<file path="src/hdl/clock_gen_pkg.sv">
// constants for the internal clock generator: register map, fields, resets, modes
// assumes an 8-bit register port with a 2-bit word index
package clock_gen_pkg;

	// register indices
	localparam logic [1:0] REG_CTRL1  = 2'h0;
	localparam logic [1:0] REG_CTRL2  = 2'h1;
	localparam logic [1:0] REG_TRIM   = 2'h2;
	localparam logic [1:0] REG_STATUS = 2'h3;

	// control 1 fields
	localparam int CLKS_LSB     = 6;
	localparam int CLKS_W       = 2;
	localparam int REF_DIVIDER_SELECT_LSB     = 3;
	localparam int REF_DIVIDER_SELECT_W       = 3;
	localparam int IREF_SEL_BIT = 2;
	localparam int IREF_EN_BIT  = 1;
	localparam int IREF_STP_BIT = 0;

	// control 2 fields
	localparam int BUS_DIVIDER_SELECT_LSB     = 6;
	localparam int BUS_DIVIDER_SELECT_W       = 2;
	localparam int RANGE_BIT    = 5;
	localparam int HGO_BIT      = 4;
	localparam int LP_BIT       = 3;
	localparam int EXT_SRC_BIT  = 2;
	localparam int EXT_EN_BIT   = 1;
	localparam int EXT_STP_BIT  = 0;

	// status fields
	localparam int FINE_BIT     = 0;
	localparam int MODE_LSB     = 2;
	localparam int MODE_W       = 3;
	localparam int LOOP_ON_BIT  = 5;

	// clock source select codes
	localparam logic [1:0] CLKS_LOOP  = 2'h0;
	localparam logic [1:0] CLKS_INT   = 2'h1;
	localparam logic [1:0] CLKS_EXT   = 2'h2;
	localparam logic [1:0] CLKS_RSVD  = 2'h3;

	// reset values
	localparam logic [7:0] CTRL1_RESET = 8'h04;
	localparam logic [7:0] CTRL2_RESET = 8'h40;
	localparam logic [7:0] TRIM_RESET  = 8'h80;
	localparam logic       FINE_RESET  = 1'h0;
	localparam logic [7:0] READ_ZERO   = 8'h00;

	// fixed divide-by-two selects
	localparam logic       DIV2_SEL    = 1'h1;

	typedef enum logic [2:0] {
		MODE_FEI,
		MODE_FEE,
		MODE_FBI,
		MODE_LOOP_BYPASS_INT_REF_LOWPWR,
		MODE_FBE,
		MODE_LOOP_BYPASS_EXT_REF_LOWPWR,
		MODE_STOP
	} mode_t;

	typedef enum logic [1:0] {
		SRC_NONE,
		SRC_LOOP,
		SRC_INT,
		SRC_EXT
	} src_t;

endpackage : clock_gen_pkg

</file>
<file path="src/hdl/internal_clock_generator.sv">
// internal clock generator: mode control, dividers, source mux and register port
// assumes all clocks arrive as one-cycle tick pulses on clk and no port reaches a pad
//
// Functional notes
// - reset starts in loop engaged internal mode
// - selected source passes 1/2/4/8 bus divider
// - bus clock is half generator output
// - debug clock is loop oscillator divided two
// - loop reference passes three-bit reference divider
// - nine-bit trim value adjusts internal reference
// - external reference up to 5 MHz accepted
// - engaged internal: output and debug from loop
// - engaged external: output and debug from loop
// - bypass internal: loop runs, output internal
// - bypass internal low power: loop off
// - bypass external: loop runs, output external
// - bypass external low power: loop off
// - stop: no clocks, references per keep bits
// - drive low-power oscillator control outputs
// - all signals stay internal to chip
// - bus divider codes, reset to divide two
// - reference divider power of two, reset one
// - low power disables loop in bypass modes unless debugging
//
// Local design decisions: the address-and-strobe port and the address map.
`timescale 1ns/1ps
module internal_clock_generator (
	// clock and reset
	input  wire logic       clk,
	input  wire logic       rst_n,
	// register port
	input  wire logic [1:0] regAddr,
	input  wire logic [7:0] regWrData,
	input  wire logic       regWrite,
	input  wire logic       regRead,
	output logic      [7:0] regRdData,
	// clock source ticks
	input  wire logic       intRefTick,
	input  wire logic       extRefTick,
	input  wire logic       loopOscTick,
	// system state
	input  wire logic       stopReq,
	input  wire logic       debugActive,
	// generated clocks
	output logic            genOutTick,
	output logic            busClkTick,
	output logic            debugClkTick,
	output logic            loopRefTick,
	// loop and reference control
	output logic            loopEnable,
	output logic            intRefEnable,
	output logic            extRefEnable,
	output logic      [8:0] trimValue,
	// oscillator control
	output logic            oscHighGain,
	output logic            oscHighRange,
	output logic            oscSelect,
	output logic            oscEnable,
	output logic            oscStopKeep
);

	logic [7:0]             ctrl1_reg, ctrl1_next;
	logic [7:0]             ctrl2_reg, ctrl2_next;
	logic [7:0]             trim_reg, trim_next;
	logic                   fine_reg, fine_next;
	logic [7:0]             rd_reg, rd_next;
	clock_gen_pkg::src_t    src_reg, src_next;
	logic                   loopEn_reg, loopEn_next;
	logic                   intEn_reg, intEn_next;
	logic                   extEn_reg, extEn_next;
	logic [8:0]             trimOut_reg, trimOut_next;
	logic [4:0]             osc_reg, osc_next;
	clock_gen_pkg::mode_t   modeNow;
	clock_gen_pkg::mode_t   modeRun;
	clock_gen_pkg::src_t    srcWant;
	logic [1:0]             clkSel;
	logic [1:0]             busDivSel;
	logic [2:0]             refDivSel;
	logic                   loopOn;
	logic                   srcTick;
	logic                   srcSwitch;
	logic                   refTickIn;
	logic                   intUsed;
	logic                   extUsed;
	logic [1:0]             wrClkSel;

	assign clkSel    = ctrl1_reg[clock_gen_pkg::CLKS_LSB +: clock_gen_pkg::CLKS_W];
	assign refDivSel = ctrl1_reg[clock_gen_pkg::REF_DIVIDER_SELECT_LSB +: clock_gen_pkg::REF_DIVIDER_SELECT_W];
	assign busDivSel = ctrl2_reg[clock_gen_pkg::BUS_DIVIDER_SELECT_LSB +: clock_gen_pkg::BUS_DIVIDER_SELECT_W];

	clock_mode_decode modeStop (
		.clkSel      (clkSel),
		.intRefSel   (ctrl1_reg[clock_gen_pkg::IREF_SEL_BIT]),
		.lowPower    (ctrl2_reg[clock_gen_pkg::LP_BIT]),
		.debugActive (debugActive),
		.stopReq     (stopReq),
		.mode        (modeNow)
	);

	clock_mode_decode modeFree (
		.clkSel      (clkSel),
		.intRefSel   (ctrl1_reg[clock_gen_pkg::IREF_SEL_BIT]),
		.lowPower    (ctrl2_reg[clock_gen_pkg::LP_BIT]),
		.debugActive (debugActive),
		.stopReq     (1'b0),
		.mode        (modeRun)
	);

	always_comb
	begin
		// loop state and source per mode
		loopOn  = 1'b1;
		srcWant = clock_gen_pkg::SRC_LOOP;
		unique case (modeNow)
			clock_gen_pkg::MODE_FEI,
			clock_gen_pkg::MODE_FEE:   srcWant = clock_gen_pkg::SRC_LOOP;
			clock_gen_pkg::MODE_FBI:   srcWant = clock_gen_pkg::SRC_INT;
			clock_gen_pkg::MODE_FBE:   srcWant = clock_gen_pkg::SRC_EXT;
			clock_gen_pkg::MODE_LOOP_BYPASS_INT_REF_LOWPWR:
			begin
				srcWant = clock_gen_pkg::SRC_INT;
				loopOn  = 1'b0;
			end
			clock_gen_pkg::MODE_LOOP_BYPASS_EXT_REF_LOWPWR:
			begin
				srcWant = clock_gen_pkg::SRC_EXT;
				loopOn  = 1'b0;
			end
			clock_gen_pkg::MODE_STOP:
			begin
				srcWant = clock_gen_pkg::SRC_NONE;
				loopOn  = 1'b0;
			end
		endcase
		// loop reference from internal or external tick
		refTickIn = (ctrl1_reg[clock_gen_pkg::IREF_SEL_BIT] ? intRefTick : extRefTick)
			&& loopOn;
		unique case (src_reg)
			clock_gen_pkg::SRC_NONE: srcTick = 1'b0;
			clock_gen_pkg::SRC_LOOP: srcTick = loopOscTick;
			clock_gen_pkg::SRC_INT:  srcTick = intRefTick;
			clock_gen_pkg::SRC_EXT:  srcTick = extRefTick;
		endcase
		// switch only between ticks of the old source
		srcSwitch = (srcWant != src_reg) && !srcTick;
		src_next  = srcSwitch ? srcWant : src_reg;
		// references in stop follow keep bits
		intUsed = ctrl1_reg[clock_gen_pkg::IREF_EN_BIT] || modeRun == clock_gen_pkg::MODE_FEI
			|| modeRun == clock_gen_pkg::MODE_FBI || modeRun == clock_gen_pkg::MODE_LOOP_BYPASS_INT_REF_LOWPWR;
		extUsed = ctrl2_reg[clock_gen_pkg::EXT_EN_BIT] || modeRun == clock_gen_pkg::MODE_FEE
			|| modeRun == clock_gen_pkg::MODE_FBE || modeRun == clock_gen_pkg::MODE_LOOP_BYPASS_EXT_REF_LOWPWR;
		intEn_next = intUsed && (!stopReq || ctrl1_reg[clock_gen_pkg::IREF_STP_BIT]);
		extEn_next = extUsed && (!stopReq || ctrl2_reg[clock_gen_pkg::EXT_STP_BIT]);
		loopEn_next = loopOn;
		// trim from byte and fine bit
		trimOut_next = {trim_reg, fine_reg};
		osc_next = {ctrl2_reg[clock_gen_pkg::HGO_BIT], ctrl2_reg[clock_gen_pkg::RANGE_BIT],
			ctrl2_reg[clock_gen_pkg::EXT_SRC_BIT], extEn_next,
			ctrl2_reg[clock_gen_pkg::EXT_STP_BIT]};
	end

	tick_pow2_divider #(.SEL_W(2)) busDivider (
		.clk     (clk),
		.rst_n   (rst_n),
		.clear   (srcSwitch),
		.divSel  (busDivSel),
		.tickIn  (srcTick),
		.tickOut (genOutTick)
	);

	tick_pow2_divider #(.SEL_W(1)) busHalver (
		.clk     (clk),
		.rst_n   (rst_n),
		.clear   (1'b0),
		.divSel  (clock_gen_pkg::DIV2_SEL),
		.tickIn  (genOutTick),
		.tickOut (busClkTick)
	);

	tick_pow2_divider #(.SEL_W(1)) debugDivider (
		.clk     (clk),
		.rst_n   (rst_n),
		.clear   (!loopOn),
		.divSel  (clock_gen_pkg::DIV2_SEL),
		.tickIn  (loopOscTick && loopOn),
		.tickOut (debugClkTick)
	);

	tick_pow2_divider #(.SEL_W(3)) refDivider (
		.clk     (clk),
		.rst_n   (rst_n),
		.clear   (!loopOn),
		.divSel  (refDivSel),
		.tickIn  (refTickIn),
		.tickOut (loopRefTick)
	);

	always_comb
	begin
		ctrl1_next = ctrl1_reg;
		ctrl2_next = ctrl2_reg;
		trim_next  = trim_reg;
		fine_next  = fine_reg;
		rd_next    = clock_gen_pkg::READ_ZERO;
		wrClkSel   = regWrData[clock_gen_pkg::CLKS_LSB +: clock_gen_pkg::CLKS_W];
		if (regWrite)
		begin
			unique case (regAddr)
				clock_gen_pkg::REG_CTRL1:
				begin
					ctrl1_next = regWrData;
					// reserved source code falls back to loop
					if (wrClkSel == clock_gen_pkg::CLKS_RSVD)
						ctrl1_next[clock_gen_pkg::CLKS_LSB +: clock_gen_pkg::CLKS_W] =
							clock_gen_pkg::CLKS_LOOP;
				end
				clock_gen_pkg::REG_CTRL2:  ctrl2_next = regWrData;
				clock_gen_pkg::REG_TRIM:   trim_next  = regWrData;
				clock_gen_pkg::REG_STATUS: fine_next  = regWrData[clock_gen_pkg::FINE_BIT];
			endcase
		end
		if (regRead)
		begin
			unique case (regAddr)
				clock_gen_pkg::REG_CTRL1:  rd_next = ctrl1_reg;
				clock_gen_pkg::REG_CTRL2:  rd_next = ctrl2_reg;
				clock_gen_pkg::REG_TRIM:   rd_next = trim_reg;
				clock_gen_pkg::REG_STATUS:
				begin
					rd_next[clock_gen_pkg::FINE_BIT]    = fine_reg;
					rd_next[clock_gen_pkg::MODE_LSB +: clock_gen_pkg::MODE_W] = modeNow;
					rd_next[clock_gen_pkg::LOOP_ON_BIT] = loopEn_reg;
				end
			endcase
		end
	end

	always_ff @(posedge clk or negedge rst_n)
	begin
		if (!rst_n)
		begin
			ctrl1_reg   <= clock_gen_pkg::CTRL1_RESET;
			ctrl2_reg   <= clock_gen_pkg::CTRL2_RESET;
			trim_reg    <= clock_gen_pkg::TRIM_RESET;
			fine_reg    <= clock_gen_pkg::FINE_RESET;
			rd_reg      <= clock_gen_pkg::READ_ZERO;
			src_reg     <= clock_gen_pkg::SRC_LOOP;
			loopEn_reg  <= 1'b1;
			intEn_reg   <= 1'b1;
			extEn_reg   <= 1'b0;
			trimOut_reg <= {clock_gen_pkg::TRIM_RESET, clock_gen_pkg::FINE_RESET};
			osc_reg     <= '0;
		end
		else
		begin
			ctrl1_reg   <= ctrl1_next;
			ctrl2_reg   <= ctrl2_next;
			trim_reg    <= trim_next;
			fine_reg    <= fine_next;
			rd_reg      <= rd_next;
			src_reg     <= src_next;
			loopEn_reg  <= loopEn_next;
			intEn_reg   <= intEn_next;
			extEn_reg   <= extEn_next;
			trimOut_reg <= trimOut_next;
			osc_reg     <= osc_next;
		end
	end

	// outputs go only to on-chip consumers
	assign regRdData    = rd_reg;
	assign loopEnable   = loopEn_reg;
	assign intRefEnable = intEn_reg;
	assign extRefEnable = extEn_reg;
	assign trimValue    = trimOut_reg;
	assign oscHighGain  = osc_reg[4];
	assign oscHighRange = osc_reg[3];
	assign oscSelect    = osc_reg[2];
	assign oscEnable    = osc_reg[1];
	assign oscStopKeep  = osc_reg[0];
endmodule : internal_clock_generator

</file>
<file path="src/hdl/tick_pow2_divider.sv">
// divides a tick stream by two raised to a select value
// assumes input ticks are one-cycle enable pulses on clk
`timescale 1ns/1ps
module tick_pow2_divider #(
	parameter int SEL_W = 2
) (
	// clock and reset
	input  wire logic             clk,
	input  wire logic             rst_n,
	// control
	input  wire logic             clear,
	input  wire logic [SEL_W-1:0] divSel,
	// ticks
	input  wire logic             tickIn,
	output logic                  tickOut
);

	localparam int CNT_W = (1 << SEL_W) - 1;

	logic [CNT_W-1:0] count_reg;
	logic [CNT_W-1:0] count_next;
	logic             tick_reg;
	logic             tick_next;

	function automatic logic [CNT_W-1:0] countLimit(input logic [SEL_W-1:0] sel);
		logic [CNT_W:0] full;
		full = {{CNT_W{1'b0}}, 1'b1} << sel;
		countLimit = CNT_W'(full - 1'b1);
	endfunction : countLimit

	always_comb
	begin
		count_next = count_reg;
		tick_next  = 1'b0;
		if (clear)
			count_next = '0;
		else if (tickIn)
		begin
			if (count_reg >= countLimit(divSel))
			begin
				count_next = '0;
				tick_next  = 1'b1;
			end
			else
				count_next = count_reg + 1'b1;
		end
	end

	always_ff @(posedge clk or negedge rst_n)
	begin
		if (!rst_n)
		begin
			count_reg <= '0;
			tick_reg  <= 1'b0;
		end
		else
		begin
			count_reg <= count_next;
			tick_reg  <= tick_next;
		end
	end

	assign tickOut = tick_reg;

endmodule : tick_pow2_divider

</file>
<file path="src/hdl/clock_mode_decode.sv">
// decodes the operating mode from source select, reference select and power setting
// assumes all inputs are registered control bits or synchronous levels
`timescale 1ns/1ps
module clock_mode_decode (
	// configuration
	input  wire logic [1:0]           clkSel,
	input  wire logic                 intRefSel,
	input  wire logic                 lowPower,
	// system state
	input  wire logic                 debugActive,
	input  wire logic                 stopReq,
	// decoded mode
	output clock_gen_pkg::mode_t      mode
);

	logic powerDown;

	always_comb
	begin
		powerDown = lowPower && !debugActive;
		mode      = intRefSel ? clock_gen_pkg::MODE_FEI : clock_gen_pkg::MODE_FEE;
		if (stopReq)
			mode = clock_gen_pkg::MODE_STOP;
		else if (clkSel == clock_gen_pkg::CLKS_INT)
			mode = powerDown ? clock_gen_pkg::MODE_LOOP_BYPASS_INT_REF_LOWPWR : clock_gen_pkg::MODE_FBI;
		else if (clkSel == clock_gen_pkg::CLKS_EXT)
			mode = powerDown ? clock_gen_pkg::MODE_LOOP_BYPASS_EXT_REF_LOWPWR : clock_gen_pkg::MODE_FBE;
	end

endmodule : clock_mode_decode

</file>
<file path="config.mk">
export PLATFORM = sky130hd
export DESIGN_NAME = internal_clock_generator
export DESIGN_NICKNAME = d
export VERILOG_FILES = /design/src/hdl/clock_gen_pkg.sv /design/src/hdl/internal_clock_generator.sv /design/src/hdl/tick_pow2_divider.sv /design/src/hdl/clock_mode_decode.sv
export SDC_FILE = /design/constraint.sdc
export NUM_CORES = 1
export LEC_CHECK = 0
export BUFFER_PORTS_ARGS = -buffer_cell sky130_fd_sc_hd__buf_2
export CAP_MARGIN = 20
export CORE_UTILIZATION = 64
export CTS_BUF_LIST = sky130_fd_sc_hd__clkbuf_2
export CTS_CLUSTER_DIAMETER = 50
export DETAILED_ROUTE_END_ITERATION = 12
export HOLD_SLACK_MARGIN = 0.05
export PLACE_DENSITY = 0.92
export SKIP_LAST_GASP = 1
export SYNTH_ARGS = -nofsm -noshare
export SYNTH_HDL_FRONTEND = slang
export SYNTH_HIERARCHICAL = 1
export SYNTH_SLANG_ARGS = --single-unit
</file>
<file path="constraint.sdc">
create_clock -name clk -period 7.6 [get_ports clk]
set_input_delay 0 -clock clk [delete_from_list [all_inputs] [get_ports clk]]
set_output_delay 0 -clock clk [all_outputs]
set_load 0.02 [all_outputs]
</file>
### After elaboration in Yosys (flattened, before gate mapping)

Cells that the tools add are included.

* add/subtract/negate cells: 6
* $lt $le $gt $ge: 4
* equality and inequality tests: 21
* shifts and indexed selects: 2
* mux-type cells: 37
* reduce and logical (&&, ||, !) cells: 32

Operator list (count)
* $mux W7: 3
* $mux W1: 20
* $mux W3: 6
* $pmux W4 S4: 1
* $eq A3 B3 Y1 const B: 5
* $eq A2 B2 Y1 const B: 6
* $eq A3 B2 Y1 const B: 4
* $logic_or A1 B1 Y1: 8
* $mux W8: 1
* $pmux W1 S4: 2
* $pmux W2 S4: 1
* $reduce_and A2 Y1: 4
* $add A7 B1 Y7 const B: 1
* $ge A7 B7 Y1: 1
* $shl A1 B3 Y7 const A: 1
* $sub A7 B1 Y7 const B: 1
* $eq A2 B1 Y1 const B: 3
* $eq A3 B1 Y1 const B: 2
* $logic_and A1 B1 Y1: 6
* $logic_not A3 Y1: 2
* $pmux W2 S3: 1
* $reduce_bool A2 Y1: 3
* $reduce_or A2 Y1: 3
* $logic_not A2 Y1: 2
* other kinds (11): 15

* register bits after elaboration: 68
* output and inout port bits: 29

### Logic depth before layout (Yosys ltp)

Gate-level depths: netlist (run 1).

* word-level depth: 12
* mapped depth: 11

### By module

Netlist (run 1), hierarchy kept.

By module, submodules not included
* internal_clock_generator: times used 1, cells an instance 147, area an instance 2137.0 sq um, sequential area each 1285.0 sq um
* tick_pow2_divider (refDivider): times used 1, cells an instance 62, area an instance 593.1 sq um, sequential area each 200.2 sq um
* tick_pow2_divider (busDivider): times used 1, cells an instance 28, area an instance 291.5 sq um, sequential area each 100.1 sq um
* tick_pow2_divider (busHalver ...): times used 2, cells an instance 7, area an instance 91.3 sq um, sequential area each 50.0 sq um
* clock_mode_decode: times used 2, cells an instance 7, area an instance 51.3 sq um, sequential area each 0.0 sq um

### Least setup slack after synthesis (run 1)

No wires, ideal clock.

* kind: register -> register
* from: register ctrl1_reg[7]
* to: register refDivider.count_reg[4]
* setup time: 0.166 ns
* arrival time: 2.515 ns
* required time: 7.434 ns
* slack: 4.919 ns
* stages on the path, launching flop included: 11
* buffers on the path: 1
* period minus slack after synthesis: 2.681 ns
* cell sequence: dfrtp_1 xnor2_1 mux2_1 xnor2_1 mux2i_1 nor2_1 clkbuf_2 o21a_2 nand3_1 xor2_1 a211oi_1

* longest elaborated chain between the ends: 9
* elaborated cells between the ends (all ways): 13
* classes of those cells: eq/ne (5); mux (5); reduce/logical (3)

RTL lines
* from (decl): RTL line internal_clock_generator.sv:62 `logic [7:0] ctrl1_reg, ctrl1_next;`
* from (signal assigned): RTL line internal_clock_generator.sv:242 `ctrl1_reg <= clock_gen_pkg::CTRL1_RESET;`
* from (signal assigned): RTL line internal_clock_generator.sv:256 `ctrl1_reg <= ctrl1_next;`
* $eq A2 B2 Y1: RTL line clock_mode_decode.sv:26 `else if (clkSel == clock_gen_pkg::CLKS_EXT)`
* $mux W3: RTL line clock_mode_decode.sv:26
* $mux W3 *: RTL line clock_mode_decode.sv:24 `else if (clkSel == clock_gen_pkg::CLKS_INT)`
* $mux W3 *: RTL line clock_mode_decode.sv:22 `if (stopReq)`
* net modeNow[0]: RTL line internal_clock_generator.sv:73 `clock_gen_pkg::mode_t modeNow;`
* $eq A3 B3 Y1 / $eq A3 B2 Y1 (equally long branches): RTL line internal_clock_generator.sv:114 `unique case (modeNow)`
* $reduce_or A3 Y1 (no line) *
* $mux W1 *: RTL line internal_clock_generator.sv:114
* $logic_and A1 B1 Y1 *: RTL line internal_clock_generator.sv:137 `&& loopOn;`
* net refTickIn: RTL line internal_clock_generator.sv:82 `logic refTickIn;`
* $reduce_bool A2 Y1 (no line) *
* to (signal assigned): RTL line tick_pow2_divider.sv:58 `count_reg <= count_next;`
* to (decl): RTL line tick_pow2_divider.sv:20 `logic [CNT_W-1:0] count_reg;`

The timed path passes the listed nets; every way through them passes the cells marked *.
A chain may end at the register's enable or synchronous reset.

### Worst setup path after layout (run 1)

* from: register ctrl1_reg[6]
* to: register refDivider.count_reg[6]

The elaborated chain is that of the path after synthesis.

==> out/metrics.yaml, run 1 <==
critical_path:
  worst-path-max-fanout: 11
  rr_worst_depth: 9
  start_kind: "flop"
  crit_arrival_ps: 3620
  path_cells: "xnor2_1, mux2_1, xnor2_1, mux2i_1, nor2_1, o21a_2, nand3_1, xor2_1, a211oi_1"
  end_kind: "flop"
  required_ps: 7990
  crit_type: "reg -> reg"
  r2r-start: "ctrl1_reg[6]$_DFFE_PN0P_"
  critPathCapture: "refDivider/count_reg[6]$_DFFE_PN0P_"
  ff2ff_setup_slack_ps: 4370
  crit_top_cell: "xnor2_1"
  regToRegEndpoint: "refDivider/count_reg[6]$_DFFE_PN0P_"
  max_stage_delay_ps: 780
  crit_slowest_cell: "mux2i_1"
  startpoint: "ctrl1_reg[6]$_DFFE_PN0P_"
yosys:
  ys_async_sr_fraction: 1.000
  synth_area_leaders: "dfrtp_1, mux2_2, dfstp_2, ha_1, mux4_2"
  ys_seq_area_frac: 0.5096
  synth-edff-count: 0
  ys_types: 58
  ys_warn_count: 6
  syn_area_per_cell_um2: 12.48
  synthFlopType: "dfrtp_1"
  synth_area_leader_cell: "dfrtp_1"
  ys_seq_elements: 67
  netlist.area_leader.share: 0.4540
  netlist_instances: 265
  synth_area_um2: 3307
hold_path:
  hold_depth: 5
  hp-class: "in -> reg"
finish:
  nets: 374
  layout_commonest_cell: "dfrtp_1"
  finalNonFillerCells: 415
  largest_reg_flops: 9
  diodes: 0
  most-common-layout-cells: "dfrtp_1, buf_2, mux2_2, dlygate4sd3_1, inv_1"
  drive_above_1_share: 0.3448
  areaGrowthSynthToFinish_pct: 18.58
  fill_cells: 249
power:
  p_per_area_nw_per_um2: 266.8
  p_comb_frac: 0.301
  clock_power_share: 0.232
  leakagePower_nw: 1.859
  seqPwrFrac: 0.467
  p_int_mw: 0.6787
  ir_drop_uv: 250.7
  p_switching_mw: 0.3674
  sw_frac_of_total: 0.3512
floorplanning:
  start_util: 0.6821
  ios: 48
  rows: 25
  dieArea_um2: 5458
  die_w_um: 73.88
  dieHeight_um: 73.88
  core-area_um2: 4848
place:
  port_buffers: 47
  dp_hpwl_um: 4556
  dp.cells: 381
  gp_congestion: 0.8348
timing:
  max_slew_margin: 0.3212
  setup_viol_count_final: 0
  fin_skew_ps: 41.09
  post-route-min-period_ps: 3232
  finalCritPeriodShare: 0.4252
  worst_pin_slew_ps: 989.9
  fmax_mhz: 309.4
  slew_violations: 0
  fin_tns_setup_ps: 0
  hold_viol: 0
  rsz0062_at_grt: "no"
global_route:
  grt_pass1_wl_um: 11890
  grt_usage: 0.3089
  grt_overflow: 0
  grt_max_degree: 68
  antenna_found_initial: 0
  grt_pass1_vias: 2441
route:
  wl_per_cell_um: 17.91
  drt-met1-wl_um: 2986
  wirelength_um: 7432
  wl_met2_um: 3634
  vias_per_cell: 5.694
  highest_layer: "met4"
  dr_wl_met3_um: 444
  postRouteAntennaNets: 0
  drc_errors: 0
  drt_pass1_iterations: 4
  drt_iter0_drc: 252
  vias: 2363
run_status:
  status: "completed"
clocking:
  cts_sinks: 67
  cts_root_buffer: "clkbuf_2"
  clockBufferDepth: 2
  cts_buffers: 9
  clkLatencyLatePin_ps: 520
  clk_transition_reported_paths_ps: 220
  cts_tree: "done"
  htreeDepth: 3
job:
  drv_cap: 0
-- cell usage after synthesis (6+ instances only) --
library cell	count
a21oi_1	6
mux2_2	23
inv_1	16
dfstp_2	7
o21ai_0	9
ha_1	12
mux2i_1	6
nor2_1	6
and2_1	6
nand2_1	14
dfrtp_1	60
nand3b_1	6
-- metal layers --
metal  up-vias  global-route usage
met5         -                   0
met4         0              0.2094
met3        30             0.05761
met2        91              0.4985
met1      1151              0.3779
li1       1091                   -
-- power by group through the flow --
stage,Sequential (mW),Combinational [mW],Clock (mW)
after floorplan,0.507,0.195,0
after global placement,0.485,0.284,0
after detailed placement,0.489,0.299,0
after CTS,0.483,0.309,0.246
after global routing,0.495,0.345,0.259
final,0.489,0.315,0.243
-- worst max-delay path: cells and delay by family, from the launching register on --
kind	cells	cell delay, ps
multiplexers	2	1180
XOR/XNOR	3	420
AND/OR/NAND/NOR	2	450
flip-flops	1	500
AO/OA/AOI/OAI	2	550
-- per-stage QoR --
stage          setup WS [ps]  utilization  hold WS (ps)  total power, mW  instance area (um^2)
6_report                4368       0.8088         160.7            1.046                  3921
5_1_grt                 4080       0.8088         169.1            1.099                  3921
4_1_cts                 4446       0.8088         125.9            1.038                  3921
3_5_place_dp            4487       0.7430         226.2           0.7885                  3602
3_3_place_gp            4608       0.7430         219.0           0.7690                  3602
2_1_floorplan           4919            -        -295.6           0.7020                  3337
-- area by class of cell --
type	count	area (um^2)	share of cell area
inverters	16	60.06	0.01532
well taps	67	83.83	0.02138
clock buffers	10	50.05	0.01276
repair buffers	66	422.9	0.1078
flip-flops and latches	67	1685	0.4298
clock inverters	6	88.84	0.02265
multi-input cells	183	1530	0.3902
-- kinds of logic (layout without fill, tap and decap cells) --
family,after synthesis,after routing,share of synthesized area
XOR/XNOR,8,8,0.02119
AO/OA/AOI/OAI,48,48,0.1124
adder cells (fa/ha/maj),12,12,0.04540
AND/OR/NAND/NOR,69,69,0.1328
multiplexers,36,36,0.1396
other,2,10,0.002271
buffers and inverters,23,98,0.03670
flip-flops,67,67,0.5096
-- how the worst min path moves through the flow --
stage	from	endpoint	slack, ps
floorplan	rst_n	busDivider/count_reg[0]$_DFFE_PN0P_	-300
finish	debugActive	intRefEnable$_DFF_PN1_	160
global route	debugActive	intRefEnable$_DFF_PN1_	170
detailed placement	rst_n	trim_reg[4]$_DFFE_PN0P_	230
CTS	debugActive	intRefEnable$_DFF_PN1_	130
global placement	rst_n	trim_reg[4]$_DFFE_PN0P_	220
-- repair_timing --
| item | CTS | global route |
|---|---|---|
| setup endpoints to repair | 0 | 0 |
| hold buffers | 18 | 0 |
| endpoints found under the hold margin | 102 | 0 |
| gates resized for setup | 0 | 0 |
| setup buffers | 0 | 0 |
(Power assumes the default switching activity.)
==> run 2, diff against run 1 <==
--- a/config.mk
+++ b/config.mk
@@ -7,12 +7,12 @@
 export LEC_CHECK = 0
 export BUFFER_PORTS_ARGS = -buffer_cell sky130_fd_sc_hd__buf_2
 export CAP_MARGIN = 20
-export CORE_UTILIZATION = 64
+export CORE_UTILIZATION = 53
 export CTS_BUF_LIST = sky130_fd_sc_hd__clkbuf_2
 export CTS_CLUSTER_DIAMETER = 50
 export DETAILED_ROUTE_END_ITERATION = 12
 export HOLD_SLACK_MARGIN = 0.05
-export PLACE_DENSITY = 0.92
+export PLACE_DENSITY = 0.82
 export SKIP_LAST_GASP = 1
 export SYNTH_ARGS = -nofsm -noshare
 export SYNTH_HDL_FRONTEND = slang
==> constraint.sdc (replaced) <==
create_clock -name clk -period 2.85 [get_ports clk]
set_input_delay 0 -clock clk [delete_from_list [all_inputs] [get_ports clk]]
set_output_delay 0 -clock clk [all_outputs]
set_load 0.02 [all_outputs]
==> run 2 against run 1 <==
  * Non-clock buffer count is 6 higher
  * Via count is 1.9% lower
  * Combinational power grew to 2.7 times the previous value
  * Total power grew to 2.7 times the previous value
  * First-iteration DRC count down 67%
  * Sequential share of layout area shrank 0.77 points
  * Cell count is 3.4% higher
  * Critical path depth decreased by 1
  * Hold slack got worse by 30 ps
  * Fmax rose by 25%
  * Utilization is 14 points lower
  * Worst setup slack got worse by 4100 ps
  * Largest cell class unchanged
  * Largest power group unchanged
  * Highest routed layer unchanged
==> out/metrics.yaml, run 2 (synthesis results as in run 1) <==
finish:
  most-common-layout-cells: "dfrtp_1, buf_2, mux2_2, dlygate4sd3_1, inv_1"
  layout_commonest_cell: "dfrtp_1"
  largest_reg_flops: 9  # unchanged
  finalNonFillerCells: 429  # +3.4%
  final_area_um2: 3993  # +1.8%
  nets: 380  # +1.6%
  fill_cells: 460  # +85%
  areaGrowthSynthToFinish_pct: 20.73
  diodes: 0  # unchanged
  multi_input_area_um2: 1530  # unchanged
  seqCellArea_um2: 1685  # unchanged
  drive_above_1_share: 0.3475  # +0.002630
clocking:
  postCtsHoldBufs: 22  # +4
  clockBufferDepth: 2  # unchanged
  post-cts-setup-buffers: 0  # unchanged
  clk_transition_reported_paths_ps: 190  # -30 ps
  clkLatencyLatePin_ps: 540  # +20 ps
  cts_tree: "done"
  htreeDepth: 3  # unchanged
  cts_root_buffer: "clkbuf_2"
  cts_buffers: 9  # unchanged
  cts-resized-gates: 0  # unchanged
  cts_sinks: 67  # unchanged
power:
  p_per_area_nw_per_um2: 699.4  # +160%
  power_mw: 2.792  # +170%
  leakagePower_nw: 1.892  # +1.8%
  ir_drop_uv: 590.6  # +140%
hold_path:
  hold_depth: 5  # unchanged
  worstHoldEndpoint: "intRefEnable$_DFF_PN1_"
  hp-class: "in -> reg"
  hold_path_startpoint: "debugActive"
critical_path:
  regToRegEndpoint: "refDivider/count_reg[3]$_DFFE_PN0P_"
  r2r-start: "ctrl1_reg[7]$_DFFE_PN0P_"
  max_stage_delay_ps: 520  # -260 ps
  path_cells: "xnor2_1, mux2_1, xnor2_1, mux2i_1, nor2_1, nor2_2, or3_1, a221oi_2"
  start_kind: "flop"
  crit_arrival_ps: 3020  # -600 ps
  rr_worst_depth: 8  # -1
  ff2ff_setup_slack_ps: 260  # -4110 ps
  worst-path-max-fanout: 8  # -3
  required_ps: 3280  # -4710 ps
  crit_type: "reg -> reg"
  crit_top_cell: "xnor2_1"
  end_kind: "flop"
  crit_slowest_cell: "dfrtp_1"
place:
  port_buffers: 47  # unchanged
  dp_slack_ps: 371.6  # -4116 ps
  dp.cells: 391  # +2.6%
  placed_area_um2: 3627  # +0.69%
  gp_congestion: 0.8273  # -0.90%
  dp_hpwl_um: 4442  # -2.5%
global_route:
  grt_pass1_vias: 2338  # -4.2%
  grt_max_degree: 36  # -47%
  antenna_found_initial: 0  # unchanged
  grt_pass1_wl_um: 10970  # -7.7%
  grt_overflow: 0  # unchanged
  grt_usage: 0.2293  # -0.07958
route:
  vias: 2317  # -1.9%
  drt_iter0_drc: 83  # -67%
  drc_errors: 0  # unchanged
  wirelength_um: 6621  # -11%
  vias_per_cell: 5.401  # -5.1%
  drt_pass1_iterations: 4  # unchanged
  postRouteAntennaNets: 0  # unchanged
  wl_per_cell_um: 15.43  # -14%
timing:
  hold_viol: 0  # unchanged
  finalCritPeriodShare: 0.9076  # +0.4824
  slew_violations: 0  # unchanged
  max_slew_margin: 0.3940  # +0.07281
  setup_ws_ps: 263.4  # -4105 ps
  fin_skew_ps: 29.51  # -11.58 ps
  fin_tns_setup_ps: 0  # unchanged
  fmax_mhz: 386.6  # +25%
  worst_pin_slew_ps: 906.0  # -83.88 ps
  setup_viol_count_final: 0  # unchanged
  post-route-min-period_ps: 2587  # -645.0 ps
  rsz0062_at_grt: "no"
run_status:
  status: "completed"
floorplanning:
  rows: 28  # +12%
  start_util: 0.5553  # -0.1268
  core-area_um2: 5956  # +23%
  dieHeight_um: 80.99  # +9.6%
  ios: 48  # unchanged
  die_w_um: 80.99  # +9.6%
  dieArea_um2: 6559  # +20%
job:
  drv_cap: 0  # unchanged
-- run 2: power breakdown --
group,switching (mW),internal [mW]
Combinational,0.447,0.389
Clock,0.371,0.298
Sequential,0.148,1.14
Total,0.966,1.83
-- run 2: worst max-delay path: cells and delay by family, from the launching register on --
kind             cells  cell delay, ps
multiplexers         2             520
AND/OR/NAND/NOR      3             820
flip-flops           1             520
XOR/XNOR             2             410
AO/OA/AOI/OAI        1             240
-- run 2: through the flow --
| step | util | hold WS (ps) |
|---|---|---|
| global placement | 0.6090 | 88.83 |
| finish | 0.6704 | 130.4 |
| detailed placement | 0.6090 | 99.68 |
| global route | 0.6704 | 136.3 |
| floorplan | - | -295.6 |
| CTS | 0.6704 | 68.29 |
-- run 2: worst max path at each step --
stage / endpoint / slack (ps) / cells past startpoint / from
after CTS: refDivider/count_reg[3]$_DFFE_PN0P_ / 290 / 8 / ctrl1_reg[7]$_DFFE_PN0P_
after global routing: refDivider/count_reg[3]$_DFFE_PN0P_ / 110 / 8 / ctrl1_reg[7]$_DFFE_PN0P_
after global placement: refDivider/count_reg[3]$_DFFE_PN0P_ / 480 / 8 / ctrl1_reg[7]$_DFFE_PN0P_
final: refDivider/count_reg[3]$_DFFE_PN0P_ / 260 / 8 / ctrl1_reg[7]$_DFFE_PN0P_
after detailed placement: refDivider/count_reg[3]$_DFFE_PN0P_ / 370 / 8 / ctrl1_reg[7]$_DFFE_PN0P_
after floorplan: refDivider/count_reg[4]$_DFFE_PN0P_ / 170 / 10 / ctrl1_reg[7]$_DFFE_PN0P_
-- run 2: cell type report --
cell class | instances | share of cell area
flip-flops and latches | 67 | 0.4221
clock inverters | 7 | 0.02507
well taps | 75 | 0.02350
inverters | 16 | 0.01504
multi-input cells | 183 | 0.3833
clock buffers | 9 | 0.01128
repair buffers | 72 | 0.1197
-- run 2: layer usage --
layer / up-vias / share of wire / global-route usage
met5: - / 0 / 0
met4: 0 / 0.016 / 0.08214
met3: 11 / 0.042 / 0.06404
met2: 56 / 0.50 / 0.3832
met1: 1141 / 0.44 / 0.2841
li1: 1109 / - / -
==> run 3, diff against run 2 <==
--- a/config.mk
+++ b/config.mk
@@ -5,12 +5,12 @@
 export SDC_FILE = /design/constraint.sdc
 export NUM_CORES = 1
 export LEC_CHECK = 0
-export BUFFER_PORTS_ARGS = -buffer_cell sky130_fd_sc_hd__buf_2
 export CAP_MARGIN = 20
-export CORE_UTILIZATION = 53
+export CORE_UTILIZATION = 59
 export CTS_BUF_LIST = sky130_fd_sc_hd__clkbuf_2
 export CTS_CLUSTER_DIAMETER = 50
 export DETAILED_ROUTE_END_ITERATION = 12
+export DONT_BUFFER_PORTS = 1
 export HOLD_SLACK_MARGIN = 0.05
 export PLACE_DENSITY = 0.82
 export SKIP_LAST_GASP = 1
==> run 3 against run 2 <==
  * Sequential power grew 8%
  * Wire length shrank 0.72%
  * Combinational power is 17% lower
  * Cell count decreased by 11%
  * Clock-buffer cell count did not move
  * Global-route usage up 2.9 points
  * Critical endpoint unchanged
  * Largest cell class unchanged
  * Largest power group unchanged
  * Highest routed layer unchanged
==> out/metrics.yaml, run 3 (synthesis results as in run 1) <==
run_status:
  status: "completed"
hold_path:
  hp-class: "in -> async"
clocking:
  cts_root_buffer: "clkbuf_2"
  htreeDepth: 3  # unchanged
  clk_transition_reported_paths_ps: 190  # about the same
  cts_tree: "done"
  cts_buffers: 9  # unchanged
  cts-resized-gates: 0  # unchanged
  clkLatencyLatePin_ps: 520  # -20 ps
  clockBufferDepth: 2  # unchanged
  cts_sinks: 67  # unchanged
timing:
  setup_viol_count_final: 0  # unchanged
  post-route-min-period_ps: 2566  # -21.00 ps
  worst_pin_slew_ps: 873.6  # -32.36 ps
  fin_hold_ws_ps: 81.75  # -48.60 ps
  max_slew_margin: 0.4150  # +0.02102
  finalCritPeriodShare: 0.9002  # -0.007369
  rsz0062_at_grt: "no"
  hold_viol: 0  # unchanged
  fmax_mhz: 389.8  # +0.82%
  fin_tns_setup_ps: 0  # unchanged
  slew_violations: 0  # unchanged
  fin_skew_ps: 33.58  # +4.071 ps
finish:
  drive_above_1_share: 0.2412  # -0.1063
  finalNonFillerCells: 381  # -11%
  nets: 337  # -11%
  areaGrowthSynthToFinish_pct: 14.11
  final_area_um2: 3774  # -5.5%
  diodes: 0  # unchanged
  layout_commonest_cell: "dfrtp_1"
  largest_reg_flops: 9  # unchanged
  most-common-layout-cells: "dfrtp_1, dlygate4sd3_1, mux2_2, inv_1, nand2_1"
floorplanning:
  dieArea_um2: 5908  # -9.9%
  die_w_um: 76.87  # -5.1%
  dieHeight_um: 76.87  # -5.1%
  ios: 48  # unchanged
  core-area_um2: 5238  # -12%
  start_util: 0.6314  # +0.07614
  rows: 26  # -7.1%
global_route:
  grt_overflow: 0  # unchanged
  grt_pass1_wl_um: 11270  # +2.8%
  antenna_found_initial: 0  # unchanged
  grt_max_degree: 61  # +69%
  grt_usage: 0.2581  # +0.02877
  grt_pass1_vias: 2335  # -0.13%
route:
  wl_per_cell_um: 17.25  # +12%
  vias_per_cell: 5.706  # +5.6%
  wirelength_um: 6573  # -0.72%
  postRouteAntennaNets: 0  # unchanged
  drc_errors: 0  # unchanged
  vias: 2174  # -6.2%
  drt_iter0_drc: 170  # +100%
  drt_pass1_iterations: 4  # unchanged
power:
  sw_frac_of_total: 0.3668  # +0.02089
  ir_drop_uv: 461.3  # -22%
  p_int_mw: 1.605  # -12%
  leakagePower_nw: 1.691  # -11%
  p_switching_mw: 0.9295  # -3.8%
  p_comb_frac: 0.273  # -0.026
  clock_power_share: 0.178  # -0.062
  seqPwrFrac: 0.549  # +0.088
  p_per_area_nw_per_um2: 671.5  # -4.0%
critical_path:
  rr_worst_depth: 8  # unchanged
  required_ps: 3260  # -20 ps
  start_kind: "flop"
  end_kind: "flop"
  ff2ff_setup_slack_ps: 280  # +20 ps
  regToRegEndpoint: "refDivider/count_reg[3]$_DFFE_PN0P_"
  critPathCapture: "refDivider/count_reg[3]$_DFFE_PN0P_"
  crit_type: "reg -> reg"
  worst-path-max-fanout: 8  # unchanged
  r2r-start: "ctrl1_reg[7]$_DFFE_PN0P_"
  startpoint: "ctrl1_reg[7]$_DFFE_PN0P_"
  crit_arrival_ps: 2980  # -40 ps
place:
  port_buffers: 0  # -100%
  dp.cells: 338  # -14%
  gp_congestion: 0.8430  # +1.9%
  dp_hpwl_um: 4219  # -5.0%
  placed_area_um2: 3378  # -6.9%
job:
  drv_cap: 0  # unchanged
==> run 3: cell count changes in the layout (fill, tap and decap cells not counted), moves of 2 or more <==
cell | previous run | this run
bufinv_16 | 2 | 0
buf_16 | 0 | 2
clkinv_1 | 0 | 2
clkinvlp_4 | 0 | 2
inv_6 | 2 | 0
buf_2 | 47 | 0
dlygate4sd3_1 | 22 | 25
==> run 3: how the worst min path moves through the flow <==
stage	depth (start not counted)	from	end	slack, ps
floorplan	0	rst_n	busDivider/count_reg[0]$_DFFE_PN0P_	-300
global placement	0	rst_n	refDivider/count_reg[3]$_DFFE_PN0P_	-290
detailed placement	0	rst_n	refDivider/tickOut$_DFF_PN0_	-290
CTS	2	rst_n	ctrl2_reg[6]$_DFFE_PN1P_	70
global route	2	rst_n	ctrl2_reg[6]$_DFFE_PN1P_	50
finish	2	rst_n	ctrl1_reg[2]$_DFFE_PN1P_	80
==> run 3: layer usage <==
metal,global-route usage,part of all wire,vias to the layer above
li1,-,-,1020
met1,0.3154,0.44,1083
met2,0.4116,0.49,63
met3,0.1036,0.057,8
met4,0.09423,0.014,0
met5,0,0,-
==> run 3: metrics by stage <==
stage	setup WS [ps]	power, mW	util
floorplan	168.6	1.872	-
global placement	476.8	1.968	0.6450
detailed placement	347.7	2.000	0.6450
CTS	303.5	2.547	0.7205
global route	59.43	2.698	0.7205
finish	284.4	2.534	0.7205
==> run 3: power groups by stage <==
stage	Combinational, mW	Sequential, mW	Clock, mW
finish	0.691	1.39	0.452
global route	0.767	1.42	0.512
CTS	0.688	1.39	0.471
detailed placement	0.593	1.41	0
global placement	0.566	1.40	0
floorplan	0.520	1.35	0
==> run 3: area by class of cell <==
| cell class | count | area [um^2] |
|---|---|---|
| flip-flops and latches | 67 | 1685 |
| repair buffers | 29 | 320.3 |
| multi-input cells | 183 | 1530 |
| inverters | 16 | 60.06 |
| fillers | 355 | 1464 |
| well taps | 70 | 87.58 |
| clock inverters | 7 | 45.04 |
| clock buffers | 9 | 45.04 |
==> run 3: what timing repair did <==
action,CTS,global route
hold buffers,27,0
setup buffers,0,0
hold endpoints to repair,111,0
==> run 3: worst max-delay path, cell delays in order (launching register included) <==
cell	delay (ps)
dfrtp_1	510
xnor2_1	220
mux2_1	420
xnor2_1	190
mux2i_1	110
nor2_1	320
nor2_2	100
or3_1	370
a221oi_2	230
